**config.mk**
```make
export PLATFORM = sky130hd
export DESIGN_NAME = ots_selector
export DESIGN_NICKNAME = d
export VERILOG_FILES = /design/src/core/ots_pkg.sv /design/src/core/ots_selector.sv /design/src/core/ots_relay_mux.sv /design/src/core/ots_cycle_pulse.sv
export VERILOG_INCLUDE_DIRS = /design/src /design/src/core
export SDC_FILE = /design/constraint.sdc
export NUM_CORES = 1
export LEC_CHECK = 0
export BUFFER_PORTS_ARGS = -buffer_cell sky130_fd_sc_hd__buf_2
export CORE_MARGIN = 2
export CORE_UTILIZATION = 29
export CTS_BUF_LIST = sky130_fd_sc_hd__clkbuf_4 sky130_fd_sc_hd__clkbuf_8
export DETAILED_ROUTE_END_ITERATION = 6
export GPL_TIMING_DRIVEN = 0
export PLACE_DENSITY = 0.56
export SYNTH_ARGS = -nofsm -noshare
export SYNTH_HDL_FRONTEND = slang
export SYNTH_SLANG_ARGS = --single-unit
```
**constraint.sdc**
```tcl
create_clock -name i_mclk -period 2.55 [get_ports i_mclk]
set_clock_uncertainty 0.15 [all_clocks]
set_input_delay 0.1275 -clock i_mclk [delete_from_list [all_inputs] [get_ports i_mclk]]
set_output_delay 0.1275 -clock i_mclk [all_outputs]
set_load 0.03 [all_outputs]
```
**src/core/ots_defines.svh**
```systemverilog
// Behaviour
// - Polarity zero: tied to common means active
// - Two relays; reset codes two and one
// - Code 0 holds the relay inactive
// - Code 1 follows running, zero frequency included
// - Code 2 shows stop by fault
// - Code 5 zero-speed running, off at stop
// - Code 6 shows motor overload pre-warning
// - Code 7 on ten seconds before overload
// - Codes 8/9 show set/designated count reached
// - Code 10 shows actual length beyond setpoint
// - Code 11 gives 250 ms cycle pulse
// - Code 12 shows running time beyond threshold
// - Code 13 shows frequency held at limit
// - Code 14 shows torque limit with stall
// - Code 15 shows drive ready for run
// - Code 16 shows voltage input above current
// - Code 17 shows upper frequency limit reached
// - Code 18 lower limit reached, off at stop
// - Code 19 shows undervoltage state
// - Code 20 follows comms; 21, 22 reserved
// - Code 23 zero frequency, also on at stop
// - Code 24 shows power-on time beyond threshold
// - One polarity digit per input terminal
`ifndef OTS_DEFINES_SVH
`define OTS_DEFINES_SVH

// Function select codes, also bit positions in the status vector
`define OTS_FN_NONE 0
`define OTS_FN_RUNNING 1
`define OTS_FN_FAULT_STOP 2
`define OTS_FN_FREQ_DETECT_ONE 3
`define OTS_FN_FREQ_REACHED 4
`define OTS_FN_ZERO_SPEED 5
`define OTS_FN_MOTOR_PREWARN 6
`define OTS_FN_DRIVE_PREWARN 7
`define OTS_FN_SET_COUNT 8
`define OTS_FN_DESIG_COUNT 9
`define OTS_FN_LENGTH 10
`define OTS_FN_SEQ_CYCLE 11
`define OTS_FN_RUN_TIME 12
`define OTS_FN_FREQ_LIMITED 13
`define OTS_FN_TORQUE_LIMITED 14
`define OTS_FN_READY 15
`define OTS_FN_VOLT_GT_CUR 16
`define OTS_FN_UPPER_LIMIT 17
`define OTS_FN_LOWER_LIMIT 18
`define OTS_FN_UNDERVOLT 19
`define OTS_FN_COMMS 20
`define OTS_FN_ZERO_SPEED_2 23
`define OTS_FN_POWER_ON_TIME 24
`define OTS_FN_FREQ_DETECT_TWO 25
`define OTS_STATUS_W 64

// Reset values of the two function selects
`define OTS_RELAY_ONE_RESET 6'h02
`define OTS_RELAY_TWO_RESET 6'h01

// Input terminal count and polarity digit that means active-low
`define OTS_TERMINALS 8
`define OTS_DIGITS_ONE 5
`define OTS_POL_ACTIVE_LOW 4'h1

// Timing
`define OTS_CLK_HZ 100000000
`define OTS_MS_CYCLES (`OTS_CLK_HZ / 1000)
`define OTS_PULSE_MS 250
`define OTS_PREWARN_S 10

`endif

```
**src/core/ots_pkg.sv**
```systemverilog
package ots_pkg;
	// Pulse timer states, one-hot
	typedef enum logic [1:0] {
		OTS_PULSE_IDLE = 2'b01,
		OTS_PULSE_BUSY = 2'b10
	} ots_pulse_state_t;
	typedef logic [5:0] ots_func_t;
	typedef logic [15:0] ots_val_t;
endpackage

```
**src/core/ots_selector.sv**
```systemverilog
`timescale 1ns/1ns
`default_nettype none
`include "ots_defines.svh"
module ots_selector
	import ots_pkg::*;
#(
	parameter int P_MS_CYCLES = `OTS_MS_CYCLES
) (
	input wire logic i_mclk,
	input wire logic i_arst_n,
	// Terminals: bit 0 forward run, high while tied to common return
	input wire logic [`OTS_TERMINALS-1:0] i_input_common_return,
	// Packed BCD polarity digits; lowest digit is the forward run input
	input wire logic [19:0] i_polarity_one,
	input wire logic [11:0] i_polarity_two,
	// Function select writes
	input wire ots_func_t i_relay_one_function_select,
	input wire logic i_relay_one_select_we,
	input wire ots_func_t i_relay_two_function_select,
	input wire logic i_relay_two_select_we,
	// Drive state flags
	input wire logic i_drive_running,
	input wire logic i_fault_stop,
	input wire logic i_frequency_detect_level_one,
	input wire logic i_frequency_detect_level_two,
	input wire logic i_freq_reached,
	input wire logic i_motor_prewarn,
	input wire logic i_overload_eta_valid,
	input wire ots_val_t i_overload_eta_s,
	input wire logic i_speed_mode,
	input wire logic i_torque_at_limit,
	input wire logic i_stall_protect,
	input wire logic i_main_stable,
	input wire logic i_control_stable,
	input wire logic i_fault_detected,
	input wire logic i_run_cmd_ready,
	input wire logic i_undervolt,
	input wire logic [1:0] i_comms_value,
	input wire logic i_simple_sequence_program_done,
	// Values compared here
	input wire ots_val_t i_output_freq,
	input wire ots_val_t i_set_freq,
	input wire ots_val_t i_upper_limit,
	input wire ots_val_t i_lower_limit,
	input wire ots_val_t i_count_value,
	input wire ots_val_t i_set_count,
	input wire ots_val_t i_designated_count,
	input wire ots_val_t i_actual_length,
	input wire ots_val_t i_length_setpoint,
	input wire ots_val_t i_run_time,
	input wire ots_val_t i_run_time_limit,
	input wire ots_val_t i_power_on_time_counter,
	input wire ots_val_t i_power_on_limit,
	input wire ots_val_t i_voltage_analog_input,
	input wire ots_val_t i_current_analog_input,
	// Results
	output logic [`OTS_TERMINALS-1:0] o_terminal_active,
	output logic o_relay_one,
	output logic o_second_relay_contacts,
	output ots_func_t o_relay_one_function_select,
	output ots_func_t o_relay_two_function_select
);
	localparam ots_val_t PREWARN_S = 16'(`OTS_PREWARN_S);
	localparam ots_val_t FREQ_ZERO = 16'h0000;

	logic [`OTS_TERMINALS-1:0] term_q;
	logic relay_one_q, relay_two_q;
	ots_func_t sel_one_q, sel_two_q;
	logic [`OTS_TERMINALS*4-1:0] pol_digits;
	wire [`OTS_TERMINALS-1:0] term_d;
	logic [`OTS_STATUS_W-1:0] st_one, st_two;
	wire [1:0] relay_d;
	logic seq_pulse;

	// Polarity digits laid out per terminal, forward run first
	assign pol_digits = {i_polarity_two, i_polarity_one};

	// Per-terminal sense; any digit other than one counts as active-high
	genvar t;
	generate
		for (t = 0; t < `OTS_TERMINALS; t++) begin : g_term
			wire low_valid = (pol_digits[t*4 +: 4] == `OTS_POL_ACTIVE_LOW);
			assign term_d[t] = low_valid ? !i_input_common_return[t]
				: i_input_common_return[t];
		end
	endgenerate

	// Stopped is the plain inverse of running
	wire stopped = !i_drive_running;
	wire freq_zero = (i_output_freq == FREQ_ZERO);

	// Comparisons against configured thresholds, and of voltage input against current input
	wire set_count_hit = (i_count_value >= i_set_count);
	wire desig_count_hit = (i_count_value >= i_designated_count);
	wire length_hit = (i_actual_length > i_length_setpoint);
	wire run_time_hit = (i_run_time > i_run_time_limit);
	wire power_on_hit = (i_power_on_time_counter > i_power_on_limit);
	wire volt_gt_cur = (i_voltage_analog_input > i_current_analog_input);

	// Frequency limit conditions
	wire at_upper = (i_output_freq >= i_upper_limit);
	wire at_lower = (i_output_freq <= i_lower_limit);
	wire set_above = (i_set_freq > i_upper_limit);
	wire set_below = (i_set_freq < i_lower_limit);
	wire freq_limited = (set_above && at_upper) || (set_below && at_lower);

	// Estimate arrives from the overload model; ten seconds or less lights it
	wire drive_prewarn = i_overload_eta_valid && (i_overload_eta_s <= PREWARN_S);

	// Readiness needs both circuits stable and no fault seen
	wire ready = i_main_stable && i_control_stable && !i_fault_detected
		&& i_run_cmd_ready;

	// Torque limit only counts in speed control with stall active
	wire torque_limited = i_speed_mode && i_torque_at_limit && i_stall_protect;

	// Sequence cycle pulse stretched to its fixed width
	ots_cycle_pulse #(
		.P_MS_CYCLES(P_MS_CYCLES)
	) u_cycle_pulse (
		.i_mclk(i_mclk),
		.i_arst_n(i_arst_n),
		.i_cycle_done(i_simple_sequence_program_done),
		.o_pulse(seq_pulse)
	);

	// Shared status vector; code positions without a source stay zero
	function automatic logic [`OTS_STATUS_W-1:0] build_status(input logic comms);
		logic [`OTS_STATUS_W-1:0] s;
		s = '0;
		s[`OTS_FN_RUNNING] = i_drive_running;
		s[`OTS_FN_FAULT_STOP] = i_fault_stop;
		s[`OTS_FN_FREQ_DETECT_ONE] = i_frequency_detect_level_one;
		s[`OTS_FN_FREQ_REACHED] = i_freq_reached;
		s[`OTS_FN_ZERO_SPEED] = i_drive_running && freq_zero;
		s[`OTS_FN_MOTOR_PREWARN] = i_motor_prewarn;
		s[`OTS_FN_DRIVE_PREWARN] = drive_prewarn;
		s[`OTS_FN_SET_COUNT] = set_count_hit;
		s[`OTS_FN_DESIG_COUNT] = desig_count_hit;
		s[`OTS_FN_LENGTH] = length_hit;
		s[`OTS_FN_SEQ_CYCLE] = seq_pulse;
		s[`OTS_FN_RUN_TIME] = run_time_hit;
		s[`OTS_FN_FREQ_LIMITED] = freq_limited;
		s[`OTS_FN_TORQUE_LIMITED] = torque_limited;
		s[`OTS_FN_READY] = ready;
		s[`OTS_FN_VOLT_GT_CUR] = volt_gt_cur;
		s[`OTS_FN_UPPER_LIMIT] = at_upper;
		s[`OTS_FN_LOWER_LIMIT] = i_drive_running && at_lower;
		s[`OTS_FN_UNDERVOLT] = i_undervolt;
		s[`OTS_FN_COMMS] = comms;
		s[`OTS_FN_ZERO_SPEED_2] = freq_zero || stopped;
		s[`OTS_FN_POWER_ON_TIME] = power_on_hit;
		s[`OTS_FN_FREQ_DETECT_TWO] = i_frequency_detect_level_two;
		return s;
	endfunction

	// Only the comms bit differs; a process so flags read inside the function retrigger it
	always_comb begin
		st_one = build_status(i_comms_value[0]);
		st_two = build_status(i_comms_value[1]);
	end

	// One selector per relay
	ots_relay_mux u_mux_one (
		.i_status(st_one),
		.i_code(sel_one_q),
		.o_active(relay_d[0])
	);
	ots_relay_mux u_mux_two (
		.i_status(st_two),
		.i_code(sel_two_q),
		.o_active(relay_d[1])
	);

	// Function selects keep their defaults until written
	always_ff @(posedge i_mclk or negedge i_arst_n) begin
		if (!i_arst_n) begin
			sel_one_q <= `OTS_RELAY_ONE_RESET;
			sel_two_q <= `OTS_RELAY_TWO_RESET;
		end else begin
			if (i_relay_one_select_we) sel_one_q <= i_relay_one_function_select;
			if (i_relay_two_select_we) sel_two_q <= i_relay_two_function_select;
		end
	end

	// Registered outputs cost one cycle but keep relay drive glitch free
	always_ff @(posedge i_mclk or negedge i_arst_n) begin
		if (!i_arst_n) begin
			term_q <= '0;
			relay_one_q <= 1'b0;
			relay_two_q <= 1'b0;
		end else begin
			term_q <= term_d;
			relay_one_q <= relay_d[0];
			relay_two_q <= relay_d[1];
		end
	end

	assign o_terminal_active = term_q;
	assign o_relay_one = relay_one_q;
	assign o_second_relay_contacts = relay_two_q;
	assign o_relay_one_function_select = sel_one_q;
	assign o_relay_two_function_select = sel_two_q;
endmodule // ots_selector
`default_nettype wire

```
**src/core/ots_relay_mux.sv**
```systemverilog
`timescale 1ns/1ns
`default_nettype none
`include "ots_defines.svh"
module ots_relay_mux
	import ots_pkg::*;
(
	input wire logic [`OTS_STATUS_W-1:0] i_status,
	input wire ots_func_t i_code,
	output logic o_active
);
	// Codes without a source read a zero bit of the vector
	assign o_active = i_status[i_code];
endmodule // ots_relay_mux
`default_nettype wire

```
**src/core/ots_cycle_pulse.sv**
```systemverilog
`timescale 1ns/1ns
`default_nettype none
`include "ots_defines.svh"
module ots_cycle_pulse
	import ots_pkg::*;
#(
	parameter int P_MS_CYCLES = `OTS_MS_CYCLES
) (
	input wire logic i_mclk,
	input wire logic i_arst_n,
	input wire logic i_cycle_done,
	output logic o_pulse
);
	localparam int CW = $clog2(P_MS_CYCLES + 1);
	localparam logic [CW-1:0] MS_LAST = CW'(P_MS_CYCLES - 1);
	localparam logic [7:0] PULSE_LAST = 8'(`OTS_PULSE_MS - 1);
	ots_pulse_state_t state_q, state_d;
	logic [CW-1:0] div_q;
	logic [7:0] ms_q;
	wire ms_tick = (div_q == MS_LAST);
	wire done = ms_tick && (ms_q == PULSE_LAST);

	// Divider restarts on a trigger so the width is exact
	always_ff @(posedge i_mclk or negedge i_arst_n) begin
		if (!i_arst_n) begin
			div_q <= '0;
			ms_q <= 8'h00;
		end else if (i_cycle_done || state_q == OTS_PULSE_IDLE) begin
			div_q <= '0;
			ms_q <= 8'h00;
		end else if (ms_tick) begin
			div_q <= '0;
			ms_q <= ms_q + 8'h01;
		end else begin
			div_q <= div_q + CW'(1);
		end
	end

	// A new cycle end while busy restarts the pulse rather than merging
	always_comb begin
		state_d = state_q;
		unique case (state_q)
			OTS_PULSE_IDLE: begin
				if (i_cycle_done) state_d = OTS_PULSE_BUSY;
			end
			OTS_PULSE_BUSY: begin
				if (!i_cycle_done && done) state_d = OTS_PULSE_IDLE;
			end
			default: state_d = OTS_PULSE_IDLE;
		endcase
	end

	always_ff @(posedge i_mclk or negedge i_arst_n) begin
		if (!i_arst_n) state_q <= OTS_PULSE_IDLE;
		else state_q <= state_d;
	end

	assign o_pulse = (state_q == OTS_PULSE_BUSY);
endmodule // ots_cycle_pulse
`default_nettype wire

```
# Word level (Yosys, flattened, before mapping)

Index checks and enable logic that the tools add are counted.

Register bits: 49
Logic and storage cells: 85

Add/subtract/negate cells: 2
Order comparisons: 13
Equality and inequality tests: 14
Multiplexer cells: 19
Reduce and logical (&&, ||, !) cells: 29

Operator list:

| kind                                                  | number |
|---|---|
| greater-than comparator 16 bit                        | 5 |
| greater-or-equal comparator 16 bit                    | 3 |
| two-way mux 17 bit                                    | 2 |
| equality test 4 x 1 -> 1 bit (second input constant)  | 8 |
| adder 17 x 1 -> 17 bit (second input constant)        | 1 |
| equality test 17 bit (second input constant)          | 1 |
| <= comparator 16 bit                                  | 1 |
| <= comparator 16 x 4 -> 1 bit (second input constant) | 1 |
| logical NOT 16 bit                                    | 1 |
| < comparator 16 bit                                   | 1 |
| two-way mux 8 bit                                     | 2 |
| < comparator 6 x 7 -> 1 bit (second input constant)   | 2 |
| binary-select mux 1 bit (select 6 bit)                | 2 |
| logical AND 1 bit                                     | 12 |
| logical NOT 1 bit                                     | 11 |
| two-way mux 1 bit                                     | 10 |
| adder 8 x 1 -> 8 bit (second input constant)          | 1 |
| equality test 8 bit (second input constant)           | 1 |
| two-way mux 2 bit                                     | 2 |
| case mux 2 bit (2 select lines)                       | 1 |
| logical OR 1 bit                                      | 3 |
| equality test 2 x 1 -> 1 bit (second input constant)  | 1 |
| equality test 2 bit (second input constant)           | 1 |
| != test 2 x 1 -> 1 bit (second input constant)        | 1 |
| 3 further kinds                                       | 3 |

# Logic depth before layout (Yosys ltp)

Word-level depth: 5
Gate-level depth with buffers: 10
Depth with buffers taken out: 10

# Hierarchy

Synthesis repeated with hierarchy kept, for this count alone.

Cells, all modules: 842
Area, all modules: 7,344.5 µm²

Modules (own cells, without submodules):

| module          | instances | cells each | area each (µm²) | sequential area each (µm²) |
|---|---|---|---|---|
| ots_selector    | 1         | 579        | 4,750.8         | 553.0 |
| ots_cycle_pulse | 1         | 139        | 1,392.6         | 676.9 |
| ots_relay_mux   | 2         | 62         | 600.6           | 0.0 |

# Worst setup path after synthesis

No wires, ideal clock.

Path kind: input port to flip-flop
From: in i_output_freq[0]
To: reg relay_one_q (netlist: o_relay_one)
Library setup time: 0.128 ns
Arrival: 1.865 ns
Data required time: 2.272 ns
Setup slack: 0.407 ns
Stages: 10
Path buffers: 0
Cell sequence: inv_1 ha_1 nand2b_1 a2111o_1 a31oi_1 o211ai_2 nor4b_2 nor4_1 a221oi_2 nor4_2

Cells in the longest elaborated chain, start to end: 5
Elaborated cells between the ends (all ways): 11
Classes of those cells: 2 x order compare; 2 x mux; 7 x reduce/logical

RTL lines:

| what                                                                              | line                                     | RTL |
|---|---|---|
| from (decl)                                                                       | ots_selector.sv:41                       | `input wire ots_val_t i_output_freq,` |
| greater-or-equal comparator 16 bit / <= comparator 16 bit (equally long branches) | ots_selector.sv:101, ots_selector.sv:102 |  |
| logical AND 1 bit                                                                 | ots_selector.sv:105                      | `wire freq_limited = (set_above && at_upper) \|\| (set_below && at_lower);` |
| logical OR 1 bit                                                                  | ots_selector.sv:105                      |  |
| binary-select mux 1 bit (select 6 bit) *                                          | ots_relay_mux.sv:12                      | `assign o_active = i_status[i_code];` |
| two-way mux 1 bit (implied by the code) *                                         | ots_relay_mux.sv:12                      |  |
| net u_mux_one.o_active                                                            | ots_relay_mux.sv:9                       | `output logic o_active` |
| to (signal assigned)                                                              | ots_selector.sv:194                      | `relay_one_q <= relay_d[0];` |
| to (decl)                                                                         | ots_selector.sv:67                       | `logic relay_one_q, relay_two_q;` |

Mark *: on every way through the listed nets, which the timed path passes. The rest lies on a longest branch. The select of a mux whose other input is x is not followed.
A chain may end at the register's enable or synchronous reset.

# Worst setup path in the final report

From: in i_count_value[5]
To: reg relay_one_q (netlist: o_relay_one)

Cells in the longest elaborated chain, start to end: 3
Elaborated cells between the ends (all ways): 4
Classes of those cells: 2 x order compare; 2 x mux

RTL lines:

| what                                                  | line                                   | RTL |
|---|---|---|
| from (decl)                                           | ots_selector.sv:45                     | `input wire ots_val_t i_count_value,` |
| greater-or-equal comparator 16 bit (on tied branches) | ots_selector.sv:93, ots_selector.sv:94 |  |
| binary-select mux 1 bit (select 6 bit) *              | ots_relay_mux.sv:12                    |  |
| two-way mux 1 bit (implied by the code) *             | ots_relay_mux.sv:12                    |  |
| net u_mux_one.o_active                                | ots_relay_mux.sv:9                     |  |

Marks and branches as above.

==> reports/metrics.csv <==
metric,value,unit
post_layout_nonfiller_instances,1480,
ys_warn_count,0,
core-area,0.0226,mm2
die_w,155,um
endpoint_kind,flop,
synth_ff_type,dfrtp_1,
syn_area,0.00665,mm2
num_io_pins,352,
first_iter_violations,242,
worstPathCellList,buf_2 -> ha_1 -> and4_1 -> a2111oi_0 -> o31ai_1 -> a21oi_1 -> o21ai_0 -> o211ai_1 -> o211a_1 -> nor4_2,
drive_gt1_frac,0.333,
critical_path.slowest_cell,a2111oi_0,
via_count,7034,
grt_usage,0.173,
design_area,0.00915,mm2
cts_tree,built,
hold_viol,0,
r2r_setup_slack,0.29,ns
fmax,0.426,GHz
synth_xor_area_frac,0.0355,
min_path_cells,3,
vdd_ir_drop_max,0.000187,V
gr-total-overflow,0,
synth_top_area_cell,ha_1,
grt_max_degree,50,
post_cts_buffers,0,
placed_cell_area,0.00876,mm2
tightest_slew,1.11,ns
synth_nets,1300,
wire_per_inst,14.7,um
fin_util,0.406,
power_density,284,mW/mm2
ys_seq_elements,49,
clock_latency,0.30,ns
p_leak,0.00509,uW
avgSynthCellArea,8.23,um2
initial_core_util,0.295,
synthTopCellsByCount,"ha_1, inv_1, a21oi_1",
rsz0062_at_grt,no,
clock_sinks,49,
gp_congestion,0.859,
ys_seq_area_frac,0.185,
fillers,2334,
critPathKind,in -> reg,
crit_fanout,3,
route.detailed.drc,0,
maxCapViolCount,0,
setup_viol,0,
min-delay-start,i_relay_one_select_we,
cts_root_buffer,clkbuf_8,
synth_top_area_share,0.305,
fin_crit_sh,0.921,
viasPerCell,4.75,
synth_top_family_by_area,adder cells,
cts_buffers,5,
n_antenna_cell,0,
grt_pass1_wl,33600,um
r2r.worst_path.cells,9,
path_clk_slew,0.09,ns
synth_fa_ha_area_frac,0.305,
hold_path.class,in -> reg,
power_frac_clock,0.188,
synth.distinct_cells,74,
switching_share,0.362,
io_buffers,349,
htreeDepth,2,
rows,55,
cpPeakStageDelay,0.38,ns
routed_wirelength,21700,um
p_int,1660,uW
critPathTopFamily,compound AO/OA/AOI/OAI gates,
seq_power_share,0.332,
crit_start,i_count_value[5],
first_pass_iters,4,
postSynthCellCount,808,
synth_compound_area_frac,0.167,
fp.dieH,155,um
worstHoldEndpoint,o_relay_one_function_select[1],
fin_crit,2.35,ns
clk_path_buf_depth,2,
yosys.area_share.simple,0.193,
critPathLaunchType,input port,
slew_violations,0,
status,"complete, no violations",
antenna_found_initial,1,
synth_mux_area_frac,0.0233,
crit_buf_inv,1,
area_delta_synth_final,37.6,%
nets,1686,
dp_hpwl,19400,um
relSlewSlack,0.262,
synthArstFlopShare,1.00,
synth_edf_count,0,
p_comb_frac,0.480,
r2r_start,u_cycle_pulse.div_q[0],
ys_top_cells_by_area,"ha_1, dfrtp_1, inv_1, a21oi_1, nand2_1",
worst_ep_arrival_time,2.38,ns
power.switching,941,uW
r2r-end,u_cycle_pulse.div_q[12],
die_area,0.0242,mm2
post_cts_resize_count,0,
crit_required,2.58,ns
yosysMostFrequentCell,ha_1,
place_inst,1442,
drtAntennaViolNets,0,
grt_pass1_vias,7070,
[layout by cell type (no fill, tap or decap), types with 3 or more instances in the layout]
| cell type | instances |
|---|---|
| buf_2 | 353 |
| ha_1 | 162 |
| inv_1 | 138 |
| a21oi_1 | 60 |
| nand2_1 | 57 |
| nor2_1 | 47 |
| dfrtp_1 | 46 |
| nand4_1 | 34 |
| dlygate4sd3_1 | 30 |
| o21ai_0 | 29 |
| nand3_1 | 22 |
| xor2_1 | 17 |
| nor4_1 | 15 |
| a21o_1 | 15 |
| xnor2_1 | 10 |
| clkbuf_8 | 9 |
| nor4b_1 | 8 |
| mux2_2 | 8 |
| nor2b_1 | 7 |
| a211oi_1 | 7 |
| nand2b_1 | 7 |
| and3_1 | 6 |
| o211ai_1 | 6 |
| a31oi_1 | 6 |
| clkbuf_1 | 5 |
| nor3_1 | 5 |
| a2111oi_0 | 5 |
| nor3b_1 | 4 |
| o21ai_1 | 4 |
| o31ai_1 | 4 |
| or3_1 | 3 |
| or2_2 | 3 |
| o21a_1 | 3 |
| dfstp_2 | 3 |
[worst min-delay path, delay by kind of cell]
kind                   cells  cell delay (ns)
AOI/OAI and AO/OA          1             0.07
buffers and inverters      1             0.18
and+or+nand+nor            1             0.09
[power groups by stage]
stage                     clock network, uW  logic (uW)  registers, uW
after detailed placement                  0        1220            882
after CTS                               508        1260            866
after floorplan                           0         630            936
final                                   489        1250            864
after global placement                    0        1200            880
after global routing                    539        1420            871
[kinds of logic (layout without fill, tap and decap cells)]
group / after synthesis / in the layout
AO/OA/AOI/OAI: 168 / 168
XOR/XNOR: 27 / 27
adder cells (fa/ha/maj): 162 / 162
buffers and inverters: 153 / 540
flip-flops: 49 / 49
multiplexers: 12 / 12
AND/OR/NAND/NOR: 237 / 237
[worst max path at each step]
stage | cells after the start | slack, ns | end
floorplan | 10 | 0.41 | o_relay_one
global placement | 10 | -0.17 | o_relay_one
detailed placement | 10 | -0.19 | o_relay_one
CTS | 11 | 0.13 | o_relay_one
global route | 10 | 0.05 | o_second_relay_contacts
finish | 10 | 0.20 | o_relay_one
[layout make-up]
class	count	area [um2]	area share
plain buffers	14	88.8	0.00970
clock buffers	8	97.6	0.0107
inverters	139	522	0.0570
well taps	285	357	0.0390
multi-input cells	606	4810	0.526
flip-flops and latches	49	1230	0.134
repair buffers	379	2050	0.224
[timing repair]
item | 4_1_cts | 5_1_grt
endpoints found under the hold margin | 67 | 0
hold buffers | 30 | 0
setup endpoints to repair | 0 | 0
[state kept, by name (all words and copies together) (netlist names)]
| signal | cells |
|---|---|
| o_relay_one | 1 |
| u_cycle_pulse.state_q | 2 |
| o_relay_two_function_select | 6 |
| o_relay_one_function_select | 6 |
| u_cycle_pulse.ms_q | 8 |
| o_terminal_active | 8 |
| u_cycle_pulse.div_q | 17 |
| o_second_relay_contacts | 1 |
[metrics by stage]
stage                     setup WS [ns]  setup TNS, ns  power (uW)  hold slack, ns
after global placement           -0.172         -0.341        2080           0.168
after detailed placement         -0.194         -0.371        2100           0.170
after floorplan                   0.407              0        1570          -0.318
final                             0.200              0        2600          0.0221
after CTS                         0.130              0        2640          0.0193
after global routing             0.0462              0        2830          0.0663
[layer usage]
metal  global-route usage  routed length (um)
met5                    0                  13
met4               0.0341                 328
met3               0.0220                1390
met2                0.329               10700
met1                0.207                9240
Note: power is estimated with default switching activity, not from simulation.
